==> config.mk <==
export PLATFORM = sky130hd
export DESIGN_NAME = card_socket_signals
export DESIGN_NICKNAME = d
export VERILOG_FILES = /design/src/hw/card_socket_pkg.sv /design/src/hw/card_socket_signals.sv
export SDC_FILE = /design/constraint.sdc
export NUM_CORES = 1
export LEC_CHECK = 0
export BUFFER_PORTS_ARGS = -buffer_cell sky130_fd_sc_hd__clkbuf_2
export CAP_MARGIN = 20
export CORE_UTILIZATION = 55
export DETAILED_ROUTE_END_ITERATION = 7
export PLACE_DENSITY_LB_ADDON = 0.15
export SLEW_MARGIN = 40
export SYNTH_ARGS = -nofsm -noshare
export SYNTH_HDL_FRONTEND = slang
export SYNTH_SLANG_ARGS = --single-unit
export TNS_END_PERCENT = 50
==> constraint.sdc <==
create_clock -name pclk -period 2.6 [get_ports pclk]
set_clock_uncertainty 0.2 [all_clocks]
set_input_delay 0.26 -clock pclk [delete_from_list [all_inputs] [get_ports pclk]]
set_output_delay 0.26 -clock pclk [all_outputs]
set_load 0.02 [all_outputs]
==> src/hw/card_socket_pkg.sv <==
/*
  constants, register layout and cycle timing for the two-socket card signal block.
  assumes a 40 MHz pclk; offsets are byte addresses on the apb slave.
*/
`default_nettype none
package card_socket_pkg;
  // clock and cycle timing, in ns as specified, then cycles (least times round up)
  localparam int CLK_NS = 25;
  localparam int SETUP_NS = 30;
  localparam int STROBE_NS = 150;
  localparam int HOLD_NS = 30;
  localparam int SETUP_CYC = (SETUP_NS + CLK_NS - 1) / CLK_NS;
  localparam int STROBE_CYC = (STROBE_NS + CLK_NS - 1) / CLK_NS;
  localparam int HOLD_CYC = (HOLD_NS + CLK_NS - 1) / CLK_NS;
  localparam int CNT_W = 4;
  localparam logic [CNT_W-1:0] SETUP_LD = CNT_W'(SETUP_CYC - 1);
  localparam logic [CNT_W-1:0] STROBE_LD = CNT_W'(STROBE_CYC - 1);
  localparam logic [CNT_W-1:0] HOLD_LD = CNT_W'(HOLD_CYC - 1);
  localparam logic [CNT_W-1:0] CNT_ZERO = 4'h0;
  // card-side widths
  localparam int CARD_ADDR_W = 26;
  localparam int CARD_DATA_W = 16;
  // register offsets within one socket window; socket b sits one window higher
  localparam int SOCK_BIT = 5;
  localparam logic [4:0] OFF_CTRL = 5'h00;
  localparam logic [4:0] OFF_STATUS = 5'h04;
  localparam logic [4:0] OFF_ADDR = 5'h08;
  localparam logic [4:0] OFF_WDATA = 5'h0c;
  localparam logic [4:0] OFF_CMD = 5'h10;
  localparam logic [4:0] OFF_RDATA = 5'h14;
  // control register fields
  localparam int CTRL_W = 4;
  localparam int CTRL_RESET = 0;
  localparam int CTRL_PWR0 = 1;
  localparam int CTRL_PWR1 = 2;
  localparam int CTRL_WIDE = 3;
  localparam logic [CTRL_W-1:0] CTRL_RST_VAL = 4'h1;
  // command register fields
  localparam int CMD_W = 3;
  localparam int CMD_WRITE = 0;
  localparam int CMD_IO = 1;
  localparam int CMD_ATTR = 2;
  // status register fields
  localparam int ST_VS0 = 0;
  localparam int ST_VS1 = 1;
  localparam int ST_BUSY = 2;
  localparam int ST_ERR = 3;
  // card cycle sequencer
  typedef enum {cyc_idle, cyc_setup, cyc_strobe, cyc_hold} cycle_state_e;
endpackage
`default_nettype wire

==> src/hw/card_socket_signals.sv <==
/*
  two-socket card signal logic: apb register slave, card cycle sequencer per socket,
  card enables, attribute select, read and write strobes, reset, power and sense.
  assumes pins are synchronous to nothing; the pad ring resolves the data bus from
  the output enable; pready is always high so every apb access takes two cycles.
*/
`default_nettype none
module card_socket_signals
  import card_socket_pkg::*;
#(
  parameter int ADDR_W = 8
) (
  input wire logic pclk,
  input wire logic presetn,
  input wire logic psel,
  input wire logic penable,
  input wire logic pwrite,
  input wire logic [ADDR_W-1:0] paddr,
  input wire logic [31:0] pwdata,
  output logic [31:0] prdata,
  output logic pready,
  output logic pslverr,
  output logic [CARD_ADDR_W-1:0] socket_a_card_address,
  input wire logic [CARD_DATA_W-1:0] socket_a_card_data_in,
  output logic [CARD_DATA_W-1:0] socket_a_card_data_out,
  output logic socket_a_card_data_oe,
  output logic socket_a_card_enable1_n,
  output logic socket_a_card_enable2_n,
  output logic socket_a_attr_select_n,
  output logic socket_a_output_enable_n,
  output logic socket_a_write_enable_n,
  output logic socket_a_io_read_n,
  output logic socket_a_io_write_n,
  output logic socket_a_card_reset,
  output logic socket_a_power_ctl_0,
  output logic socket_a_power_ctl_1,
  input wire logic socket_a_volt_sense_0,
  input wire logic socket_a_volt_sense_1,
  input wire logic socket_a_wait_n,
  input wire logic socket_a_io16_n,
  output logic [CARD_ADDR_W-1:0] socket_b_card_address,
  input wire logic [CARD_DATA_W-1:0] socket_b_card_data_in,
  output logic [CARD_DATA_W-1:0] socket_b_card_data_out,
  output logic socket_b_card_data_oe,
  output logic socket_b_card_enable1_n,
  output logic socket_b_card_enable2_n,
  output logic socket_b_attr_select_n,
  output logic socket_b_output_enable_n,
  output logic socket_b_write_enable_n,
  output logic socket_b_io_read_n,
  output logic socket_b_io_write_n,
  output logic socket_b_card_reset,
  output logic socket_b_power_ctl_0,
  output logic socket_b_power_ctl_1,
  input wire logic socket_b_volt_sense_0,
  input wire logic socket_b_volt_sense_1,
  input wire logic socket_b_wait_n,
  input wire logic socket_b_io16_n
);
  // synchronised pin group per socket: {vs1, vs0, wait_n, io16_n, data}
  localparam int IN_W = CARD_DATA_W + 4;
  localparam int IN_WAIT = CARD_DATA_W + 1;
  localparam int IN_IO16 = CARD_DATA_W;
  localparam int IN_VS0 = CARD_DATA_W + 2;
  localparam int IN_VS1 = CARD_DATA_W + 3;

  if (ADDR_W < SOCK_BIT + 1) begin : g_addr_chk
    $error("ADDR_W too small for two socket windows");
  end
  if (STROBE_CYC > 15 || SETUP_CYC > 15 || HOLD_CYC > 15) begin : g_cnt_chk
    $error("cycle timing exceeds the phase counter");
  end

  // card enable pair {ce2_n, ce1_n}: word, odd byte on high lane, or byte on low lane
  function automatic logic [1:0] ce_decode(input logic wide, input logic a0);
    logic [1:0] ce;
    ce = 2'h2;
    if (wide && !a0) begin
      ce = 2'h0;
    end else if (wide) begin
      ce = 2'h1;
    end
    return ce;
  endfunction

  logic [IN_W-1:0] pin_in [2];
  logic [IN_W-1:0] sync1_reg [2];
  logic [IN_W-1:0] sync2_reg [2];
  logic [IN_W-1:0] sync3_reg [2];
  logic [IN_W-1:0] filt_reg [2];
  logic [CTRL_W-1:0] ctrl_reg [2];
  logic [CARD_ADDR_W-1:0] addr_reg [2];
  logic [CARD_DATA_W-1:0] wdata_reg [2];
  logic [CARD_DATA_W-1:0] rdata_reg [2];
  logic [CMD_W-1:0] cmd_reg [2];
  logic [CNT_W-1:0] cnt_reg [2];
  logic err_reg [2];
  cycle_state_e state_reg [2];
  logic [CARD_ADDR_W-1:0] card_addr_reg [2];
  logic [1:0] ce_reg [2];
  logic attr_n_reg [2];
  logic oe_n_reg [2];
  logic we_n_reg [2];
  logic ior_n_reg [2];
  logic iow_n_reg [2];
  logic data_oe_reg [2];
  logic [1:0] wr_sock;
  logic [4:0] off;
  logic sock;
  logic mapped;

  // inputs gathered per socket; the card input acknowledge has no pin here
  assign pin_in[0] = {socket_a_volt_sense_1, socket_a_volt_sense_0, socket_a_wait_n,
                      socket_a_io16_n, socket_a_card_data_in};
  assign pin_in[1] = {socket_b_volt_sense_1, socket_b_volt_sense_0, socket_b_wait_n,
                      socket_b_io16_n, socket_b_card_data_in};

  // apb decode: word offset inside a socket window, window chosen by SOCK_BIT
  assign off = {paddr[4:2], 2'h0};
  assign sock = paddr[SOCK_BIT];
  assign mapped = (paddr[1:0] == 2'h0) && (paddr[ADDR_W-1:SOCK_BIT+1] == '0) &&
                  (off == OFF_CTRL || off == OFF_STATUS || off == OFF_ADDR ||
                   off == OFF_WDATA || off == OFF_CMD || off == OFF_RDATA);
  assign wr_sock[0] = psel && penable && pwrite && mapped && !sock;
  assign wr_sock[1] = psel && penable && pwrite && mapped && sock;
  assign pready = 1'b1;

  // read data and error are latched in the setup cycle so they come from flops
  always_ff @(posedge pclk or negedge presetn) begin
    if (!presetn) begin
      prdata <= 32'h0;
      pslverr <= 1'b0;
    end else if (psel && !penable) begin
      pslverr <= !mapped;
      prdata <= 32'h0;
      if (mapped && !pwrite) begin
        unique case (off)
          OFF_CTRL: prdata <= 32'(ctrl_reg[sock]);
          OFF_STATUS: prdata <= 32'({err_reg[sock], state_reg[sock] != cyc_idle,
                                     filt_reg[sock][IN_VS1], filt_reg[sock][IN_VS0]});
          OFF_ADDR: prdata <= 32'(addr_reg[sock]);
          OFF_WDATA: prdata <= 32'(wdata_reg[sock]);
          OFF_CMD: prdata <= 32'(cmd_reg[sock]);
          default: prdata <= 32'(rdata_reg[sock]);
        endcase
      end
    end
  end

  for (genvar s = 0; s < 2; s++) begin : g_sock
    logic cmd_wr;
    logic start;
    logic io16_wide;
    assign cmd_wr = wr_sock[s] && off == OFF_CMD;
    // i/o commands need attribute select low, so common memory never sees i/o strobes
    assign start = cmd_wr && state_reg[s] == cyc_idle &&
                   (!pwdata[CMD_IO] || pwdata[CMD_ATTR]);
    // on i/o cycles the card's own 16-bit flag decides the width
    assign io16_wide = !filt_reg[s][IN_IO16];

    // three-stage synchroniser; a bit changes once stages two and three agree
    always_ff @(posedge pclk or negedge presetn) begin
      if (!presetn) begin
        sync1_reg[s] <= '1;
        sync2_reg[s] <= '1;
        sync3_reg[s] <= '1;
        filt_reg[s] <= '1;
      end else begin
        sync1_reg[s] <= pin_in[s];
        sync2_reg[s] <= sync1_reg[s];
        sync3_reg[s] <= sync2_reg[s];
        filt_reg[s] <= (sync2_reg[s] & sync3_reg[s]) |
                       (filt_reg[s] & (sync2_reg[s] | sync3_reg[s]));
      end
    end

    // software-visible setup registers
    always_ff @(posedge pclk or negedge presetn) begin
      if (!presetn) begin
        ctrl_reg[s] <= CTRL_RST_VAL;
        addr_reg[s] <= '0;
        wdata_reg[s] <= '0;
      end else if (wr_sock[s]) begin
        if (off == OFF_CTRL) begin
          ctrl_reg[s] <= pwdata[CTRL_W-1:0];
        end
        if (off == OFF_ADDR) begin
          addr_reg[s] <= pwdata[CARD_ADDR_W-1:0];
        end
        if (off == OFF_WDATA) begin
          wdata_reg[s] <= pwdata[CARD_DATA_W-1:0];
        end
      end
    end

    // refused command flag: a new refusal beats a clear in the same cycle
    always_ff @(posedge pclk or negedge presetn) begin
      if (!presetn) begin
        err_reg[s] <= 1'b0;
      end else if (cmd_wr && !start) begin
        err_reg[s] <= 1'b1;
      end else if (wr_sock[s] && off == OFF_STATUS && pwdata[ST_ERR]) begin
        err_reg[s] <= 1'b0;
      end
    end

    // card cycle sequencer: setup, strobe (stretched by wait), hold
    always_ff @(posedge pclk or negedge presetn) begin
      if (!presetn) begin
        state_reg[s] <= cyc_idle;
        cnt_reg[s] <= CNT_ZERO;
        cmd_reg[s] <= '0;
        rdata_reg[s] <= '0;
        card_addr_reg[s] <= '0;
        ce_reg[s] <= 2'h3;
        attr_n_reg[s] <= 1'b1;
        oe_n_reg[s] <= 1'b1;
        we_n_reg[s] <= 1'b1;
        ior_n_reg[s] <= 1'b1;
        iow_n_reg[s] <= 1'b1;
        data_oe_reg[s] <= 1'b0;
      end else begin
        unique case (state_reg[s])
          cyc_idle: begin
            if (start) begin
              cmd_reg[s] <= pwdata[CMD_W-1:0];
              state_reg[s] <= cyc_setup;
              cnt_reg[s] <= SETUP_LD;
              card_addr_reg[s] <= addr_reg[s];
              attr_n_reg[s] <= !pwdata[CMD_ATTR];
              ce_reg[s] <= ce_decode(ctrl_reg[s][CTRL_WIDE], addr_reg[s][0]);
              data_oe_reg[s] <= pwdata[CMD_WRITE];
            end
          end
          cyc_setup: begin
            cnt_reg[s] <= cnt_reg[s] - 4'h1;
            if (cnt_reg[s] == CNT_ZERO) begin
              state_reg[s] <= cyc_strobe;
              cnt_reg[s] <= STROBE_LD;
              if (cmd_reg[s][CMD_IO]) begin
                ce_reg[s] <= ce_decode(io16_wide, card_addr_reg[s][0]);
                iow_n_reg[s] <= !cmd_reg[s][CMD_WRITE];
                ior_n_reg[s] <= cmd_reg[s][CMD_WRITE];
              end else begin
                we_n_reg[s] <= !cmd_reg[s][CMD_WRITE];
                oe_n_reg[s] <= cmd_reg[s][CMD_WRITE];
              end
            end
          end
          cyc_strobe: begin
            if (cnt_reg[s] != CNT_ZERO) begin
              cnt_reg[s] <= cnt_reg[s] - 4'h1;
            end else if (filt_reg[s][IN_WAIT]) begin
              // wait seen high only after the minimum width
              state_reg[s] <= cyc_hold;
              cnt_reg[s] <= HOLD_LD;
              oe_n_reg[s] <= 1'b1;
              we_n_reg[s] <= 1'b1;
              ior_n_reg[s] <= 1'b1;
              iow_n_reg[s] <= 1'b1;
              if (!cmd_reg[s][CMD_WRITE]) begin
                rdata_reg[s] <= filt_reg[s][CARD_DATA_W-1:0];
              end
            end
          end
          cyc_hold: begin
            cnt_reg[s] <= cnt_reg[s] - 4'h1;
            if (cnt_reg[s] == CNT_ZERO) begin
              // address stays put; enables, attribute select and data drive drop
              state_reg[s] <= cyc_idle;
              ce_reg[s] <= 2'h3;
              data_oe_reg[s] <= 1'b0;
              attr_n_reg[s] <= 1'b1;
            end
          end
        endcase
      end
    end
  end

  // socket a pins
  assign socket_a_card_address = card_addr_reg[0];
  assign socket_a_card_data_out = wdata_reg[0];
  assign socket_a_card_data_oe = data_oe_reg[0];
  assign socket_a_card_enable1_n = ce_reg[0][0];
  assign socket_a_card_enable2_n = ce_reg[0][1];
  assign socket_a_attr_select_n = attr_n_reg[0];
  assign socket_a_output_enable_n = oe_n_reg[0];
  assign socket_a_write_enable_n = we_n_reg[0];
  assign socket_a_io_read_n = ior_n_reg[0];
  assign socket_a_io_write_n = iow_n_reg[0];
  assign socket_a_card_reset = ctrl_reg[0][CTRL_RESET];
  assign socket_a_power_ctl_0 = ctrl_reg[0][CTRL_PWR0];
  assign socket_a_power_ctl_1 = ctrl_reg[0][CTRL_PWR1];
  // socket b pins
  assign socket_b_card_address = card_addr_reg[1];
  assign socket_b_card_data_out = wdata_reg[1];
  assign socket_b_card_data_oe = data_oe_reg[1];
  assign socket_b_card_enable1_n = ce_reg[1][0];
  assign socket_b_card_enable2_n = ce_reg[1][1];
  assign socket_b_attr_select_n = attr_n_reg[1];
  assign socket_b_output_enable_n = oe_n_reg[1];
  assign socket_b_write_enable_n = we_n_reg[1];
  assign socket_b_io_read_n = ior_n_reg[1];
  assign socket_b_io_write_n = iow_n_reg[1];
  assign socket_b_card_reset = ctrl_reg[1][CTRL_RESET];
  assign socket_b_power_ctl_0 = ctrl_reg[1][CTRL_PWR0];
  assign socket_b_power_ctl_1 = ctrl_reg[1][CTRL_PWR1];
endmodule
`default_nettype wire

==> summary.txt <==
Yosys
  – Asr flop ratio synth: 100%
  – Syn_area_per_cell: approximately 14 um^2
  – Predominant post-synthesis flop cell: dfrtp_1
  – Mapped Cells: approximately 1,100
  – Distinct cells, synth: 65
  – Yosys warns: 0
  – Dominant cell type by area after synthesis: dfrtp_1
  – Top-area cell type share of the netlist area: between 30 and 40%
  – Syn Std Cell Area: 15,500 um^2
  – Synthesized flop and latch total: approximately 400
  – Post-synth EDFFs: 0
  – Synth top area cells: dfrtp_1 36%, dfstp_2 30%, mux2_2 13%
  – Sequential-to-total area share from yosys stat: between 60% and 70%

Placed design
  – Placed cell count: about 1,700
  – RePlAce Congestion: around 0.86
  – I/O Buffers: approximately 210
  – DP HPWL: between 20 and 25 mm
  – Placed Area: between 15,000 and 20,000 um^2
  – Place WS: around 0.18 ns

Clocking
  – Root buffer cell: clkbuf_16
  – Clock Latency Late Sink: between 0.5 and 0.6 ns
  – H-tree level count: 2
  – Cts repair resizes: 0
  – Clock buffer count from CTS: 42
  – Clk slew on worst S/H paths: 0.06 ns
  – CTS tree: built
  – CTS Sinks: approximately 400
  – Max Buffers Root-to-Sink: 3

Power
  – LEAKAGE: 9.14 nW
  – Seq pwr share: 46.1%
  – Power after layout: 16.0 mW
  – Psw: roughly 4.2 mW
  – Power share of the combinational group: between 15 and 20%
  – Clock power share: 36.5%
  – Maximum vdd drop: around 680 uV
  – Sw Share: 26.3%
  – Pwr/cell area: between 800 and 900 nW/um^2
  – Int Power: between 10 and 15 mW

Finish
  – Nets: between 1,500 and 2,000
  – FF/Latch Area: just over 10,000 um^2
  – # fillers: 2,003
  – Util after Layout: between 60% and 70%
  – Multi-input logic area: 4980 um^2
  – Most common cell after layout, fill and taps aside: dfrtp_1
  – Area Overhead vs Synth: 23.9%
  – Commonest cells after routing, fill and taps aside: 223 x dfrtp_1, 209 x clkbuf_2, 176 x dfstp_2, 174 x mux2_2, 126 x nand2_1
  – Non-filler instance count after layout: 1,829
  – Layout cells sized above 1: about 47%
  – Largest register FFs: between 50 and 60
  – Design area: ~19,000 um^2

Die
  – Core area: around 28,000 um^2
  – Site Rows: between 60 and 70
  – Die W: 170 um
  – Die footprint: 28,900 um^2
  – Die Height: 170 um
  – Initial core utilization: 55.8%
  – Ports: between 200 and 250

Worst setup path
  – Worst EP arrival: approximately 2.6 ns
  – FF-to-FF Start: state_reg[0]
  – Crit path launch: state_reg[0]
  – Crit start category: register
  – Slowest Stage Delay on Critical Path: 0.45 ns
  – Crit-path slowest cell: or4_4
  – Crit-path leading delay family: simple AND/OR/NAND/NOR gates
  – WS Path Type: reg -> reg
  – Setup crit end kind: register
  – CP Data Required Time: between 2 and 3 ns
  – Worst path cell trace: inv_1, ha_1, nor3_1, nor2_1, or4_4, mux2_4
  – Crit-path max FO: 12
  – Buffer and inverter count on the worst path: 1

Timing
  – Setup-failing EPs final: 0
  – Fmax: about 0.43 GHz
  – Final hold vios: 1
  – Fin crit share: 89.7%
  – Max-slew violations: 0
  – Worst slew margin: 62.1%
  – Slew @ Worst Pin: between 0.5 and 0.6 ns
  – TNS Setup: 0 ns
  – WHS: -0.00161 ns
  – Post-route minimum period: 2.33 ns
  – Unrepaired setup endpoints after global routing: no
  – Setup ws final: 0.267 ns

GRT
  – Vias in the first global route: roughly 10,000
  – Grt total ovfl: 0
  – Antenna violations before repair: 0
  – First-pass GRT wire length: 54.2 mm
  – Largest net degree at the start of global routing: just under 90
  – Total GRT Usage: between 20% and 30%

Detailed routing
  – Initial DRT Pass Iterations: 5
  – Wirelength, routed: approximately 34 mm
  – Via Count: between 9,000 and 10,000
  – DRC viols: 0
  – DR iter-0 viols: about 620
  – Routed len/inst: about 19 um
  – Post-route ant nets: 0
  – Vias per cell: roughly 5.4

Outcome
  – Failing checks: hold timing
  – Status: finished with violations

Worst hold path
  – Worst hold path class: in -> async

Flow run
  – Max cap viols: 0
==> cells in the mapped netlist (2+ instances only) <==
master / number
dfrtp_1: 223
dfstp_2: 176
mux2_2: 174
nand2_1: 126
mux2i_1: 42
maj3_1: 40
o21ai_0: 37
a21oi_1: 34
clkbuf_1: 30
nor2_1: 28
buf_2: 19
inv_1: 17
o22ai_1: 16
nor3_1: 12
ha_1: 11
a211oi_1: 10
nor2b_1: 10
nand3_1: 8
buf_4: 7
nand2b_1: 7
o22a_1: 7
o31ai_1: 7
a31oi_1: 4
nor4_1: 4
or3_1: 4
a211o_1: 3
a221oi_1: 3
a31o_2: 3
and3_1: 3
mux2_4: 3
nand4b_1: 3
o21ai_1: 3
a21o_1: 2
a22oi_1: 2
and2_1: 2
buf_1: 2
conb_1: 2
nand3b_1: 2
nor3b_2: 2
nor4_4: 2
o311ai_0: 2
or4_1: 2
==> worst register-to-register path, stage by stage (launching register included) <==
cell	delay, ns
dfrtp_1	0.42
inv_1	0.10
ha_1	0.36
nor3_1	0.32
nor2_1	0.11
or4_4	0.45
mux2_4	0.31
==> path summary, 6_finish.rpt <==
path | endpoint | slack [ns] | cells after the start
setup / recovery | socket_b_card_enable2_n | 0.27 | 6
hold / removal | cnt_reg[0] | -0.002 | 2
setup reg to reg | socket_b_card_enable2_n | 0.27 | 6
hold reg to reg | sync2_reg[17] | 0.15 | 0
max in group asynchronous | sync3_reg[34] | 1.37 | 3
min in group pclk | cmd_reg[1] | 0.02 | 3
==> logic make-up (layout without fill, tap and decap cells) <==
group | count (synthesis) | after routing | synth area share, %
multiplexers | 219 | 219 | 15.6
AO/OA/AOI/OAI | 145 | 145 | 5.93
buffers and inverters | 76 | 404 | 2.21
other | 2 | 8 | 0.0484
AND/OR/NAND/NOR | 225 | 225 | 6.88
flip-flops | 399 | 399 | 65.8
adder cells (fa/ha/maj) | 51 | 51 | 3.47
==> layout make-up <==
type / count / share of cell area [%]
Sequential cell: 399 / 53.1
Clock inverter: 12 / 0.482
Antenna cell: 1 / 0.0130
Clock buffer: 62 / 6.65
Inverter: 17 / 0.332
Timing Repair Buffer: 313 / 11.0
Multi-Input combinational cell: 647 / 25.9
Tap cell: 378 / 2.46
==> timing repair <==
| action | 4_1_cts | 5_1_grt |
|---|---|---|
| endpoints found under the hold margin | 360 | 0 |
| hold buffers | 69 | 0 |
| setup buffers | 0 | 0 |
==> layer usage <==
metal	GRT usage, %	up-vias	routed length [um]
met5	0	-	0
met4	7.95	0	958
met3	5.84	68	2110
met2	37.9	268	15900
met1	33.6	4957	15100
li1	-	4528	-
==> power by group through the flow <==
stage,logic [mW],registers [mW],clock network (mW)
floorplan,1.83,7.48,0
global placement,2.62,7.44,0
detailed placement,2.69,7.47,0
CTS,2.80,7.38,5.95
global route,3.09,7.45,6.24
finish,2.80,7.37,5.83
(Power assumes the default switching activity.)
